===== src/verilog/sarsq_pkg.sv =====
// Behaviour
// - each conversion takes eighteen conversion clocks minimum
// - results twelve bits, full rated throughput
// - eight pin inputs through one-at-a-time sequencer
// - scan steps channels autonomously, no idle gaps
// - switching by state machine or firmware writes
// - separate result buffer per channel
// - per-channel sample time applied when sampling
// - window compare raises out-of-range interrupt immediately
// - programmable sample-and-hold aperture length
// - reference select: supply, half, internal, external
// - temperature sensor selectable as input
// - converter stopped in three deepest sleep states
// - availability follows active low-power state
package sarsq_pkg;
   // register byte offsets
   localparam logic [7:0] SARSQ_CTRL_OFF   = 8'h00;
   localparam logic [7:0] SARSQ_CHEN_OFF   = 8'h04;
   localparam logic [7:0] SARSQ_FWCH_OFF   = 8'h08;
   localparam logic [7:0] SARSQ_LIMLO_OFF  = 8'h0c;
   localparam logic [7:0] SARSQ_LIMHI_OFF  = 8'h10;
   localparam logic [7:0] SARSQ_STAT_OFF   = 8'h14;
   localparam logic [7:0] SARSQ_ICLR_OFF   = 8'h18;
   localparam logic [7:0] SARSQ_IEN_OFF    = 8'h1c;
   localparam logic [7:0] SARSQ_STIME_OFF  = 8'h20; // 9 words, 0x20..0x40
   localparam logic [7:0] SARSQ_RES_OFF    = 8'h60; // 9 words, 0x60..0x80
   // control fields
   localparam int SARSQ_CTRL_EN    = 0;
   localparam int SARSQ_CTRL_FW    = 1;
   localparam int SARSQ_CTRL_START = 2; // write-one pulse
   localparam int SARSQ_CTRL_CONT  = 3;
   localparam int SARSQ_CTRL_REF   = 4; // two bits
   localparam int SARSQ_CTRL_DIV   = 8; // four bits
   localparam int SARSQ_CTRL_APER  = 12; // four bits
   localparam int SARSQ_STAT_BUSY  = 3;
   localparam int SARSQ_STAT_AVAIL = 4;
   // interrupt bits
   localparam int SARSQ_IRQ_DONE  = 0;
   localparam int SARSQ_IRQ_SCAN  = 1;
   localparam int SARSQ_IRQ_RANGE = 2;
   localparam int SARSQ_NIRQ      = 3;
   // reset values
   localparam logic [31:0] SARSQ_CTRL_RST  = 32'h0000_0100;
   localparam logic [11:0] SARSQ_LIMHI_RST = 12'hfff;
   localparam logic [7:0]  SARSQ_STIME_RST = 8'h03;
   // conversion timing
   localparam int SARSQ_CONV_CLKS = 18;
   localparam int SARSQ_BITS      = 12;
   localparam int SARSQ_NCH       = 8;
   localparam int SARSQ_TEMP_CH   = 8;
   localparam int SARSQ_CLK_MHZ   = 125;
   localparam real SARSQ_FCONV_MAX_MHZ = 14.5;
   // least divide so conversion clock stays at or under its maximum
   localparam int SARSQ_DIV_MIN =
      int'($ceil(SARSQ_CLK_MHZ / SARSQ_FCONV_MAX_MHZ));
   // reference choices
   typedef enum logic [1:0] {
      SARSQ_REF_VDD  = 2'b00,
      SARSQ_REF_HALF = 2'b01,
      SARSQ_REF_INT  = 2'b10,
      SARSQ_REF_EXT  = 2'b11
   } sarsq_ref_e;
   // power states
   typedef enum logic [2:0] {
      SARSQ_PWR_ACTIVE = 3'b000,
      SARSQ_PWR_SLEEP  = 3'b001,
      SARSQ_PWR_DEEP   = 3'b010,
      SARSQ_PWR_HIBER  = 3'b011,
      SARSQ_PWR_STOP   = 3'b100
   } sarsq_pwr_e;
   typedef enum logic [1:0] {
      SARSQ_ST_IDLE = 2'b00,
      SARSQ_ST_SAMP = 2'b01,
      SARSQ_ST_CONV = 2'b10
   } sarsq_st_e;
endpackage


===== src/verilog/sarsq_top.sv =====
// The APB interface to the registers and the register addresses were left to the implementer.
`timescale 1ns/1ns
module sarsq_top
   import sarsq_pkg::*;
   (
   input  wire logic                  clock,
   input  wire logic                  reset_n,
   input  wire logic [7:0]            paddr,
   input  wire logic                  psel,
   input  wire logic                  penable,
   input  wire logic                  pwrite,
   input  wire logic [31:0]           pwdata,
   output logic      [31:0]           prdata,
   output logic                       pready,
   output logic                       pslverr,
   input  wire logic [2:0]            pwr_state,
   output logic      [3:0]            mux_sel,
   output logic                       mux_temp_en,
   output logic      [1:0]            ref_sel,
   output logic                       sh_hold,
   output logic                       cmp_trial_en,
   output logic      [SARSQ_BITS-1:0] dac_code,
   input  wire logic                  cmp_out,
   output logic                       irq
   );

   typedef struct packed {
      logic [31:0]                 ctrl;
      logic [8:0]                  chen;
      logic [3:0]                  fwch;
      logic [11:0]                 limlo;
      logic [11:0]                 limhi;
      logic [SARSQ_NIRQ-1:0]       stat;
      logic [SARSQ_NIRQ-1:0]       ien;
      logic [8:0][7:0]             stime;
      logic [8:0][SARSQ_BITS-1:0]  res;
      sarsq_st_e                   st;
      logic [3:0]                  ch;
      logic [7:0]                  cnt;
      logic [3:0]                  div;
      logic [4:0]                  cyc;
      logic [SARSQ_BITS-1:0]       code;
      logic [31:0]                 rdata;
   } sarsq_state_s;

   sarsq_state_s s_reg;
   sarsq_state_s s_next;

   // lowest enabled channel at or above start, returns 4'hf for none
   function automatic logic [3:0] next_ch(input logic [8:0] en,
                                          input logic [4:0] start);
      logic [3:0] r;
      r = 4'hf;
      for (int i = 8; i >= 0; i--) begin
         if (en[i] && (5'(i) >= start)) begin
            r = 4'(i);
         end
      end
      return r;
   endfunction

   logic       wr;
   logic       rd;
   logic       avail;
   logic       conv_tick;
   logic [3:0] nxt;
   logic [3:0] first;
   logic [7:0] samp_len;
   logic [4:0] lo_idx;
   logic [3:0] widx;
   logic [3:0] ridx;

   assign wr = psel && penable && pwrite;
   assign rd = psel && !penable && !pwrite;
   assign widx = 4'(paddr[7:2] - 6'(SARSQ_STIME_OFF >> 2));
   assign ridx = 4'(paddr[7:2] - 6'(SARSQ_RES_OFF >> 2));
   // power gating: deep sleep, hibernate, stop stop it
   assign avail = (pwr_state == SARSQ_PWR_ACTIVE) ||
                  (pwr_state == SARSQ_PWR_SLEEP);
   // conversion clock enable; divider floored so 14.5 MHz is never beaten
   assign conv_tick = (s_reg.div == 4'd0);
   assign lo_idx = 5'(s_reg.ch) + 5'd1;
   assign nxt = next_ch(s_reg.chen, lo_idx);
   assign first = next_ch(s_reg.chen, 5'd0);
   // per-channel time plus global aperture extension
   assign samp_len = s_reg.stime[s_reg.ch] +
                     {4'h0, s_reg.ctrl[SARSQ_CTRL_APER +: 4]};

   always_comb begin
      logic [3:0] dmax;
      logic [3:0] startch;
      logic       go;
      s_next = s_reg;
      dmax = s_reg.ctrl[SARSQ_CTRL_DIV +: 4];
      if (dmax < 4'(SARSQ_DIV_MIN - 1)) begin
         dmax = 4'(SARSQ_DIV_MIN - 1);
      end
      startch = first;
      go = 1'b0;
      s_next.ctrl[SARSQ_CTRL_START] = 1'b0;
      // divider runs only while converter is usable
      if (!avail || conv_tick) begin
         s_next.div = dmax;
      end else begin
         s_next.div = s_reg.div - 4'd1;
      end
      // apb register writes
      if (wr) begin
         case (paddr)
            SARSQ_CTRL_OFF: begin
               s_next.ctrl = pwdata;
               go = pwdata[SARSQ_CTRL_START];
            end
            SARSQ_CHEN_OFF:  s_next.chen = pwdata[8:0];
            // firmware picks channel by register write
            SARSQ_FWCH_OFF: begin
               s_next.fwch = (pwdata[3:0] > 4'd8) ? 4'd8 : pwdata[3:0];
               go = s_reg.ctrl[SARSQ_CTRL_FW];
            end
            SARSQ_LIMLO_OFF: s_next.limlo = pwdata[11:0];
            SARSQ_LIMHI_OFF: s_next.limhi = pwdata[11:0];
            SARSQ_ICLR_OFF:  s_next.stat = s_reg.stat &
                                           ~pwdata[SARSQ_NIRQ-1:0];
            SARSQ_IEN_OFF:   s_next.ien = pwdata[SARSQ_NIRQ-1:0];
            default: begin
               // bound by address, the narrow index wraps past the table
               if (paddr[1:0] == 2'b00 && paddr >= SARSQ_STIME_OFF &&
                   paddr <= SARSQ_STIME_OFF + 8'(4 * SARSQ_TEMP_CH)) begin
                  s_next.stime[widx] = (pwdata[7:0] == 8'h00) ?
                                       8'h01 : pwdata[7:0];
               end
            end
         endcase
      end
      // mode and enable of the very write that starts the sequencer
      if (s_next.ctrl[SARSQ_CTRL_FW]) begin
         startch = s_next.fwch;
      end
      // sequencer
      case (s_reg.st)
         SARSQ_ST_IDLE: begin
            if (go && avail && s_next.ctrl[SARSQ_CTRL_EN] &&
                startch != 4'hf) begin
               s_next.st = SARSQ_ST_SAMP;
               s_next.ch = startch;
               s_next.cnt = 8'h00;
            end
         end
         SARSQ_ST_SAMP: begin
            if (conv_tick) begin
               s_next.cnt = s_reg.cnt + 8'h01;
               if (s_reg.cnt + 8'h01 >= samp_len) begin
                  s_next.st = SARSQ_ST_CONV;
                  s_next.cyc = 5'd0;
                  s_next.code = {1'b1, {(SARSQ_BITS-1){1'b0}}};
               end
            end
         end
         SARSQ_ST_CONV: begin
            if (conv_tick) begin
               s_next.cyc = s_reg.cyc + 5'd1;
               // one bit trial per conversion clock
               if (s_reg.cyc < 5'(SARSQ_BITS)) begin
                  for (int b = 0; b < SARSQ_BITS; b++) begin
                     if (5'(SARSQ_BITS - 1 - b) == s_reg.cyc) begin
                        s_next.code[b] = cmp_out;
                     end
                     // next lower bit becomes the following trial
                     if (5'(SARSQ_BITS - 2 - b) == s_reg.cyc) begin
                        s_next.code[b] = 1'b1;
                     end
                  end
               end
               if (s_reg.cyc == 5'(SARSQ_CONV_CLKS - 1)) begin
                  s_next.res[s_reg.ch] = s_reg.code;
                  s_next.stat[SARSQ_IRQ_DONE] = 1'b1;
                  if (s_reg.code < s_reg.limlo ||
                      s_reg.code > s_reg.limhi) begin
                     s_next.stat[SARSQ_IRQ_RANGE] = 1'b1;
                  end
                  if (s_reg.ctrl[SARSQ_CTRL_FW]) begin
                     s_next.st = SARSQ_ST_IDLE;
                  end else begin
                     s_next.st = SARSQ_ST_SAMP;
                     s_next.cnt = 8'h00;
                     if (nxt != 4'hf) begin
                        s_next.ch = nxt;
                     end else begin
                        s_next.stat[SARSQ_IRQ_SCAN] = 1'b1;
                        s_next.ch = first;
                        if (!s_reg.ctrl[SARSQ_CTRL_CONT] ||
                            first == 4'hf) begin
                           s_next.st = SARSQ_ST_IDLE;
                        end
                     end
                  end
               end
            end
         end
         default: s_next.st = SARSQ_ST_IDLE;
      endcase
      // abort when clock source disappears or disabled
      if (!avail || !s_next.ctrl[SARSQ_CTRL_EN]) begin
         s_next.st = SARSQ_ST_IDLE;
      end
      // apb read data captured in setup so it is registered
      if (rd) begin
         case (paddr)
            SARSQ_CTRL_OFF:  s_next.rdata = s_reg.ctrl;
            SARSQ_CHEN_OFF:  s_next.rdata = {23'h0, s_reg.chen};
            SARSQ_FWCH_OFF:  s_next.rdata = {28'h0, s_reg.fwch};
            SARSQ_LIMLO_OFF: s_next.rdata = {20'h0, s_reg.limlo};
            SARSQ_LIMHI_OFF: s_next.rdata = {20'h0, s_reg.limhi};
            SARSQ_STAT_OFF:  s_next.rdata = {27'h0, avail,
                                 s_reg.st != SARSQ_ST_IDLE, s_reg.stat};
            SARSQ_IEN_OFF:   s_next.rdata = {29'h0, s_reg.ien};
            default: begin
               s_next.rdata = 32'h0;
               if (paddr[1:0] == 2'b00 && paddr >= SARSQ_STIME_OFF &&
                   paddr <= SARSQ_STIME_OFF + 8'(4 * SARSQ_TEMP_CH)) begin
                  s_next.rdata = {24'h0, s_reg.stime[widx]};
               end
               if (paddr[1:0] == 2'b00 && paddr >= SARSQ_RES_OFF &&
                   paddr <= SARSQ_RES_OFF + 8'(4 * SARSQ_TEMP_CH)) begin
                  s_next.rdata = {20'h0, s_reg.res[ridx]};
               end
            end
         endcase
      end
   end

   // single state register
   always_ff @(posedge clock or negedge reset_n) begin
      if (!reset_n) begin
         s_reg <= '0;
         s_reg.ctrl <= SARSQ_CTRL_RST;
         s_reg.limhi <= SARSQ_LIMHI_RST;
         s_reg.chen <= 9'h001;
         s_reg.stime <= {9{SARSQ_STIME_RST}};
         s_reg.st <= SARSQ_ST_IDLE;
      end else begin
         s_reg <= s_next;
      end
   end

   // outputs toward the analog front end
   assign prdata = s_reg.rdata;
   assign pready = 1'b1;
   assign pslverr = 1'b0;
   // one input at a time, channel 8 is temperature
   assign mux_sel = s_reg.ch;
   assign mux_temp_en = (s_reg.ch == 4'(SARSQ_TEMP_CH));
   assign ref_sel = s_reg.ctrl[SARSQ_CTRL_REF +: 2];
   assign sh_hold = (s_reg.st == SARSQ_ST_CONV);
   assign cmp_trial_en = sh_hold && conv_tick;
   assign dac_code = s_reg.code;
   assign irq = |(s_reg.stat & s_reg.ien);
endmodule


===== config.mk =====
export PLATFORM = sky130hd
export DESIGN_NAME = sarsq_top
export DESIGN_NICKNAME = d
export VERILOG_FILES = /design/src/verilog/sarsq_pkg.sv /design/src/verilog/sarsq_top.sv
export SDC_FILE = /design/constraint.sdc
export NUM_CORES = 1
export LEC_CHECK = 0
export BUFFER_PORTS_ARGS = -buffer_cell sky130_fd_sc_hd__buf_2
export CAP_MARGIN = 15
export CORE_ASPECT_RATIO = 2
export CORE_MARGIN = 1.5
export CORE_UTILIZATION = 55
export CTS_CLUSTER_DIAMETER = 50
export DETAILED_ROUTE_END_ITERATION = 10
export PLACE_DENSITY_LB_ADDON = 0.15
export SLEW_MARGIN = 5
export SYNTH_ARGS = -nofsm -noshare
export SYNTH_HDL_FRONTEND = slang
export SYNTH_SLANG_ARGS = --single-unit

===== constraint.sdc =====
create_clock -name clock -period 6.02 [get_ports clock]
set_input_delay 0.301 -clock clock [delete_from_list [all_inputs] [get_ports clock]]
set_output_delay 0.301 -clock clock [all_outputs]
set_load 0.005 [all_outputs]

==> results.cfg, run 1 <==
[timing]
period_share = 0.834
fin_setup_tns_ns = 0
worstMarginPinSlew_ns = 1.06
worst_slack_ns = 1.00
slew_violations = 0
period_minus_slack_ns = 5.02
timing.hold.ws_ns = 0.0684
slew_headroom = 0.290
hold_violations = 0
setup_viol_count_final = 0
max_freq_mhz = 199
skew_ns = 0.0133
rsz0062_at_grt = false

[floorplan]
fp.coreArea_sq_um = 31500
die_w_um = 130
row_count = 92
die-area_sq_um = 33300
start_util = 0.561
ios = 105
die_h_um = 257

[clock_network]
cts_resized = 0
cts_buffers = 29
htreeDepth = 1
clock_latency_ns = 0.59
clockRootBuffer = clkbuf_16
clkSinkCount = 322
cts_tree = yes
clkTransAtPathRegs_ns = 0.07
clk_path_buf_depth = 3

[worst_setup_path]
critical-path-max-stage-delay_ns = 0.53
slowest_stage = dfrtp_1
path_common_cell = o21ai_0
cp_max_fo = 14
cp_cell_sequence = buf_4 -> mux2_2 -> a21oi_1 -> o22a_1 -> inv_1 -> ha_1 -> a21o_1 -> a21oi_1 -> nor2b_1 -> o21ai_0 -> nor3_1 -> xnor2_1 -> ha_1 -> a2111oi_0 -> o21ai_0 -> a31o_2 -> and2_1 -> o21ai_0
crit_required_ns = 6.53
worstPathArrival_ns = 5.52
startpoint = mux_sel[2]
path_class = reg -> reg
end_kind = flip-flop
startpoint_type = flip-flop
rr_startpoint = mux_sel[2]

[run]
max_cap_violations = 0

[logic_synthesis]
syn_nets = 1728
async_flop_share = 1.00
synth_cell_types = 81
synthFlopType = dfrtp_1
synth.largest_area_cell = dfrtp_1
yosysMostFrequentCell = dfrtp_1
synth_cells = 1631
ys_seq_area_frac = 0.458
synthTopCellsByArea = dfrtp_1 (41%), mux2_2 (12%), mux4_2 (6.1%)
synth_warnings = 0
synth_edf_count = 0
synth_commonest_cells = dfrtp_1 (290), nand2_1 (240), mux2_2 (193)
syn_area_sq_um = 17700
synth_area_per_cell_sq_um = 10.8
netlist.area_leader.share = 0.410
ys_ff_latch = 322

[cells_and_area]
drive_gt1_frac = 0.295
largest_reg_flops = 272
utilization = 0.614
design_area_sq_um = 19400
area_growth_pct = 9.50
finalNonFillerCells = 2106
nets = 1756

[global_routing]
grt-ovfl-total = 0
grtUsageTotal = 0.312
antenna_found_initial = 1
grt_pass1_vias = 13500
grt_pass1_wl_mm = 77.6
grt_max_degree = 153

[place]
port_buffers = 101
pre_cts_ws_ns = 1.10
dpl_cell_area_sq_um = 18100
place_inst = 2024
place_hpwl_mm = 35.4
gp_congestion = 0.941

[power_and_ir_drop]
finalPower_mw = 4.49
ir_drop_mv = 0.245
power_leakage_nw = 9.29
power_density_nw_per_um2 = 232

[detailed_routing]
first_pass_iters = 6
drtAntennaViolNets = 0
finalWirelength_mm = 50.6
drtIter0Drc = 891
drc = 0
vias = 12800
wl_per_cell_um = 24.0
vias_per_cell = 6.10

[worst_hold_path]
worst_hold_path_type = in -> reg
min_from = pwr_state[2]

[status]
status = completed
==> area by class of cell <==
class | count | area (sq um)
Antenna cell | 1 | 2.50
Clock buffer | 39 | 803
Clock inverter | 15 | 213
Fill cell | 2663 | 12200
Inverter | 49 | 190
Multi-Input combinational cell | 1108 | 8580
Sequential cell | 322 | 8100
Tap cell | 423 | 529
Timing Repair Buffer | 149 | 958
==> per-layer routing <==
metal	vias up	share of wire	track usage
met5	-	0	0
met4	0	0.076	0.215
met3	161	0.046	0.0455
met2	439	0.52	0.547
met1	6467	0.36	0.340
li1	5782	-	-
==> cells by family (layout without fill, tap and decap cells) <==
family / Yosys count / count (layout) / share of synthesized area
and+or+nand+nor: 472 / 472 / 0.125
DFF: 322 / 322 / 0.458
muxes: 295 / 295 / 0.221
AOI/OAI and AO/OA: 276 / 276 / 0.0951
buffers and inverters: 201 / 252 / 0.0581
adders and majority gates: 48 / 48 / 0.0344
xor gates and xnor gates: 15 / 15 / 0.00743
other: 2 / 3 / 0.000425
==> worst max-delay path, delay by kind of cell (launching register included) <==
| kind | cells | cell delay [ns] |
|---|---|---|
| AND/OR/NAND/NOR | 3 | 0.58 |
| AO/OA/AOI/OAI | 9 | 2.46 |
| flip-flops | 1 | 0.53 |
| adder cells (fa/ha/maj) | 2 | 0.47 |
| XOR/XNOR | 1 | 0.18 |
| multiplexers | 1 | 0.35 |
| buffers and inverters | 2 | 0.36 |
==> report_power, final <==
| part | total, mW | switching (mW) | internal (mW) |
|---|---|---|---|
| Combinational | 0.267 | 0.175 | 0.0923 |
| Sequential | 2.21 | 0.0193 | 2.19 |
| Clock | 2.01 | 0.858 | 1.15 |
==> path summary, 6_finish.rpt <==
check / end / slack [ns] / cells after the start
worst max register to register: dac_code[0] / 1.00 / 18
worst min register to register: prdata[29] / 0.46 / 2
max in group asynchronous: s_reg[234] / 4.13 / 3
min in group asynchronous: prdata[21] / 0.32 / 2
worst max-delay path: dac_code[0] / 1.00 / 18
worst min-delay path: s_reg[66] / 0.07 / 3
==> timing repair <==
| item | CTS | global route |
|---|---|---|
| setup buffers | 0 | 0 |
| hold buffers | 27 | 0 |
| hold endpoints to repair | 107 | 0 |
==> cell usage in the layout (no fill, tap or decap), drive strengths merged, types with 27 or more instances in the layout <==
cell type	synthesis	routed
dfrtp	290	290
nand2	245	245
mux2	219	219
buf	97	122
a21oi	93	93
o21ai	90	90
nor2	76	76
mux4	48	48
inv	47	48
ha	47	47
nand3	46	46
clkbuf	55	39
dfstp	32	32
mux2i	28	28
dlygate4sd3	0	27
Note: power is estimated with default switching activity, not from simulation.
==> run 2: changes to the inputs <==
clock period = 4.71 ns   (was 6.02 ns; I/O delays follow)
==> results.cfg, run 2 (synthesis gave the netlist of run 1 again) <==
[status]
status = completed

[detailed_routing]
drtAntennaViolNets = 0
vias_per_cell = 6.12
first_pass_iters = 5
vias = 13000
finalWirelength_mm = 51.3
drc = 0
wl_per_cell_um = 24.2
drtIter0Drc = 824

[power_and_ir_drop]
ir_drop_mv = 0.316
power_leakage_nw = 9.32
power_density_nw_per_um2 = 288
finalPower_mw = 5.59

[clock_network]
postCtsSetupRepairBufs = 0
clk_path_buf_depth = 3
htreeDepth = 1
cts_buffers = 30
clockRootBuffer = clkbuf_16
cts_tree = yes
clkSinkCount = 322
clkTransAtPathRegs_ns = 0.07
clock_latency_ns = 0.59

[timing]
slew_violations = 0
worstMarginPinSlew_ns = 1.21
slew_headroom = 0.192
fin_setup_tns_ns = 0
period_minus_slack_ns = 4.34
setup_viol_count_final = 0
period_share = 0.921
max_freq_mhz = 230
hold_violations = 0
skew_ns = 0.0190
rsz0062_at_grt = false

[place]
dpl_cell_area_sq_um = 18200
gp_congestion = 0.956
port_buffers = 101
place_inst = 2037
place_hpwl_mm = 36.1

[floorplan]
die_w_um = 130
ios = 105
start_util = 0.561
die_h_um = 257
die-area_sq_um = 33300
fp.coreArea_sq_um = 31500
row_count = 92

[worst_setup_path]
cp_cell_sequence = nor2b_2 -> nand2_1 -> o21ai_0 -> a21oi_1 -> o22ai_1 -> buf_4 -> ha_1 -> inv_1 -> fa_1 -> nor2b_1 -> o21ai_0 -> nand2b_1 -> xnor2_1 -> ha_1 -> a21o_1 -> a2111oi_0 -> o21ai_1 -> a31o_2 -> and2_1 -> o21ai_0
rrSetupSlack_ns = 0.37
worstPathArrival_ns = 4.84
startpoint = mux_sel[3]
path_class = reg -> reg
startpoint_type = flip-flop
rr_endpoint = s_reg[45]
critPathCapture = s_reg[45]
cp_max_fo = 13
rr_startpoint = mux_sel[3]
path_buf_inv = 2
path_common_cell = o21ai_0
end_kind = flip-flop
cp_top_family = compound AO/OA/AOI/OAI gates
cp.depth = 20
critical-path-max-stage-delay_ns = 0.48
r2r_cells = 20
crit_required_ns = 5.21
slowest_stage = dfrtp_1

[cells_and_area]
largest_reg_flops = 272
area_growth_pct = 9.77
n_fill_cell = 2684
multi_input_area_sq_um = 8580
seqCellArea_sq_um = 8100
layout_common_cells = dfrtp_1 (288), nand2_1 (240), mux2_2 (193), buf_2 (99), a21oi_1 (93)
final_common_cell = dfrtp_1
nets = 1771
design_area_sq_um = 19400
drive_gt1_frac = 0.301
finalNonFillerCells = 2121

[global_routing]
grtUsageTotal = 0.315
antenna_found_initial = 1
grt-ovfl-total = 0
grt_max_degree = 140
grt_pass1_wl_mm = 78.3
grt_pass1_vias = 13500

[worst_hold_path]
worst_hold_path_type = in -> reg

[run]
max_cap_violations = 0
-- run 2: changes by cell type in the layout (fill, tap and decap cells not counted), moves of 2 or more --
| cell | previous run | this run |
|---|---|---|
| clkbuf_8 | 4 | 2 |
| clkbuf_1 | 6 | 10 |
| clkbuf_16 | 29 | 31 |
| inv_8 | 0 | 2 |
| buf_4 | 21 | 34 |
| dfrtp_2 | 0 | 2 |
| dfrtp_1 | 290 | 288 |
| bufinv_16 | 5 | 1 |
-- run 2: worst min path at each step --
stage               from  cells past startpoint          end
2_1_floorplan    reset_n                      0  dac_code[0]
3_3_place_gp     reset_n                      1    s_reg[55]
3_5_place_dp     reset_n                      1   prdata[20]
4_1_cts        pwdata[7]                      3   s_reg[260]
5_1_grt        pwdata[7]                      3   s_reg[260]
6_report       pwdata[7]                      3   s_reg[260]
-- run 2: layout make-up --
type                            instances  area share
Multi-Input combinational cell       1108       0.442
Sequential cell                       322       0.417
Timing Repair Buffer                  163      0.0549
Clock buffer                           43      0.0433
Tap cell                              423      0.0273
Inverter                               49     0.00979
Clock inverter                         12     0.00567
Antenna cell                            1    0.000129
-- run 2: what timing repair did --
item,CTS,global route
hold buffers,28,0
resized for setup,0,4
endpoints found under the setup margin,0,17
hold endpoints to repair,133,0
-- run 2: worst min-delay path, stage by stage --
cell and delay (ns):
buf_2 0.21, nand2_1 0.09, o21ai_0 0.07
-- run 2: routing by layer --
metal / wire length, um / GRT usage / part of all wire
met1: 18200 / 0.341 / 0.36
met2: 26800 / 0.562 / 0.52
met3: 2370 / 0.0378 / 0.046
met4: 3970 / 0.210 / 0.077
met5: 0 / 0 / 0
-- run 2: report_power, final --
group / internal (mW) / leakage [nW] / switching [mW] / total, mW
Combinational: 0.120 / 4.61 / 0.229 / 0.349
Clock: 1.31 / 0.463 / 1.11 / 2.42
Sequential: 2.80 / 4.25 / 0.0238 / 2.82
-- run 2: stage by stage --
stage | utilization | hold slack (ns) | setup WS, ns
2_1_floorplan | - | -0.0601 | 0.287
5_1_grt | 0.616 | 0.0594 | 0.0532
4_1_cts | 0.615 | 0.0121 | 0.185
3_3_place_gp | 0.576 | 0.341 | 0.350
6_report | 0.616 | 0.0289 | 0.370
3_5_place_dp | 0.576 | 0.352 | 0.202
==> run 3: changes to the inputs <==
CORE_UTILIZATION = 50   (was 55)
==> results.cfg, run 3 (synthesis gave the netlist of run 1 again) <==
[clock_network]
clock_latency_ns = 0.58
clk_path_buf_depth = 3
clkTransAtPathRegs_ns = 0.07
cts_buffers = 30
htreeDepth = 1
clkSinkCount = 322
cts_tree = yes
clockRootBuffer = clkbuf_16

[worst_hold_path]
worst_hold_path_type = in -> reg

[global_routing]
grtUsageTotal = 0.286
grt-ovfl-total = 0
antenna_found_initial = 3
grt_pass1_vias = 13300
grt_max_degree = 161
grt_pass1_wl_mm = 78.3

[timing]
setup_viol_count_final = 0
slew_violations = 0
period_minus_slack_ns = 4.53
slew_headroom = 0.375
worstMarginPinSlew_ns = 0.937
skew_ns = 0.00791
hold_violations = 0
rsz0062_at_grt = false
max_freq_mhz = 221
period_share = 0.961
fin_setup_tns_ns = 0

[worst_setup_path]
worstPathArrival_ns = 5.03
end_kind = flip-flop
path_class = reg -> reg
cp_max_fo = 13
crit_required_ns = 5.21
startpoint_type = flip-flop

[place]
gp_congestion = 0.921
port_buffers = 101
place_inst = 2058
dpl_cell_area_sq_um = 18200
place_hpwl_mm = 36.5

[floorplan]
die_h_um = 269
die-area_sq_um = 36600
fp.coreArea_sq_um = 35000
start_util = 0.506
die_w_um = 136
ios = 105
row_count = 97

[status]
status = completed

[detailed_routing]
drtIter0Drc = 796
drc = 0
vias_per_cell = 6.03
first_pass_iters = 5
vias = 12900
wl_per_cell_um = 23.9
drtAntennaViolNets = 0
finalWirelength_mm = 51.1

[cells_and_area]
utilization = 0.560
n_fill_cell = 3047
nets = 1769
final_common_cell = dfrtp_1
area_growth_pct = 10.7
design_area_sq_um = 19600
largest_reg_flops = 272
finalNonFillerCells = 2140
layout_common_cells = dfrtp_1 (289), nand2_1 (240), mux2_2 (193), buf_2 (99), a21oi_1 (93)
drive_gt1_frac = 0.305

[power_and_ir_drop]
finalPower_mw = 5.84
power_density_nw_per_um2 = 298
ir_drop_mv = 0.314
power_leakage_nw = 9.39

[run]
max_cap_violations = 0
==> run 3: cell count changes in the layout (fill, tap and decap cells not counted), moves of 2 or more <==
cell | previous run | this run
clkbuf_1 | 10 | 0
bufinv_16 | 1 | 5
clkbuf_8 | 2 | 6
buf_4 | 34 | 32
clkinv_4 | 1 | 3
inv_8 | 2 | 0
==> run 3: layout make-up <==
class	count	area (sq um)	share of cell area
Timing Repair Buffer	161	1060	0.0542
Clock buffer	37	858	0.0438
Clock inverter	17	229	0.0117
Tap cell	445	557	0.0284
Sequential cell	322	8100	0.414
Inverter	49	190	0.00971
Antenna cell	1	2.50	0.000128
Multi-Input combinational cell	1108	8580	0.438
==> run 3: what timing repair did <==
| action | in CTS | in global routing |
|---|---|---|
| buffers inserted | 0 | 0 |
| hold buffers | 27 | 0 |
| setup endpoints to repair | 0 | 2 |
| hold endpoints to repair | 68 | 0 |
| resized for setup | 0 | 1 |
==> run 3: worst paths after layout <==
path                         startpoint           to  slack (ns)  depth (start not counted)
max                          mux_sel[3]  dac_code[0]        0.18                         20
min                        pwr_state[2]    s_reg[66]        0.02                          3
max reg2reg                  mux_sel[3]  dac_code[0]        0.18                         20
min reg2reg                  prdata[27]   prdata[27]        0.46                          2
max in group asynchronous       reset_n    prdata[2]        3.41                          3
min in group asynchronous       reset_n   s_reg[307]        0.10                          2
==> run 3: per-layer routing <==
layer,GRT usage,share of wire,up-vias
li1,-,-,5811
met1,0.312,0.36,6527
met5,0,0.00027,-
met4,0.183,0.068,2
met2,0.518,0.52,419
met3,0.0344,0.044,145
==> run 3: where the power goes <==
| part | internal [mW] | leakage, nW | switching [mW] |
|---|---|---|---|
| clock network | 1.57 | 0.532 | 1.11 |
| logic | 0.121 | 4.61 | 0.225 |
| registers | 2.80 | 4.25 | 0.0246 |
==> run 3: through the flow <==
| step | setup slack (ns) | hold WS, ns |
|---|---|---|
| after floorplan | 0.287 | -0.0601 |
| after global placement | 0.321 | 0.124 |
| after detailed placement | 0.210 | 0.120 |
| after CTS | 0.196 | 0.00134 |
| after global routing | 0.0474 | 0.0277 |
| final | 0.182 | 0.0164 |
==> run 3: worst max-delay path: stages (launching register included) <==
cell and delay, ns:
dfrtp_1 0.45, nor2b_1 0.18, buf_4 0.17, nand2_1 0.08
o21ai_0 0.08, a21oi_1 0.16, o22a_1 0.30, inv_1 0.07
ha_1 0.27, a21o_1 0.15, a21oi_1 0.21, nor2b_1 0.08
o21ai_0 0.26, nor3_1 0.12, xnor2_1 0.16, ha_1 0.21
a2111oi_0 0.37, o21ai_0 0.27, a31o_2 0.29, and2_1 0.33
o21ai_0 0.23
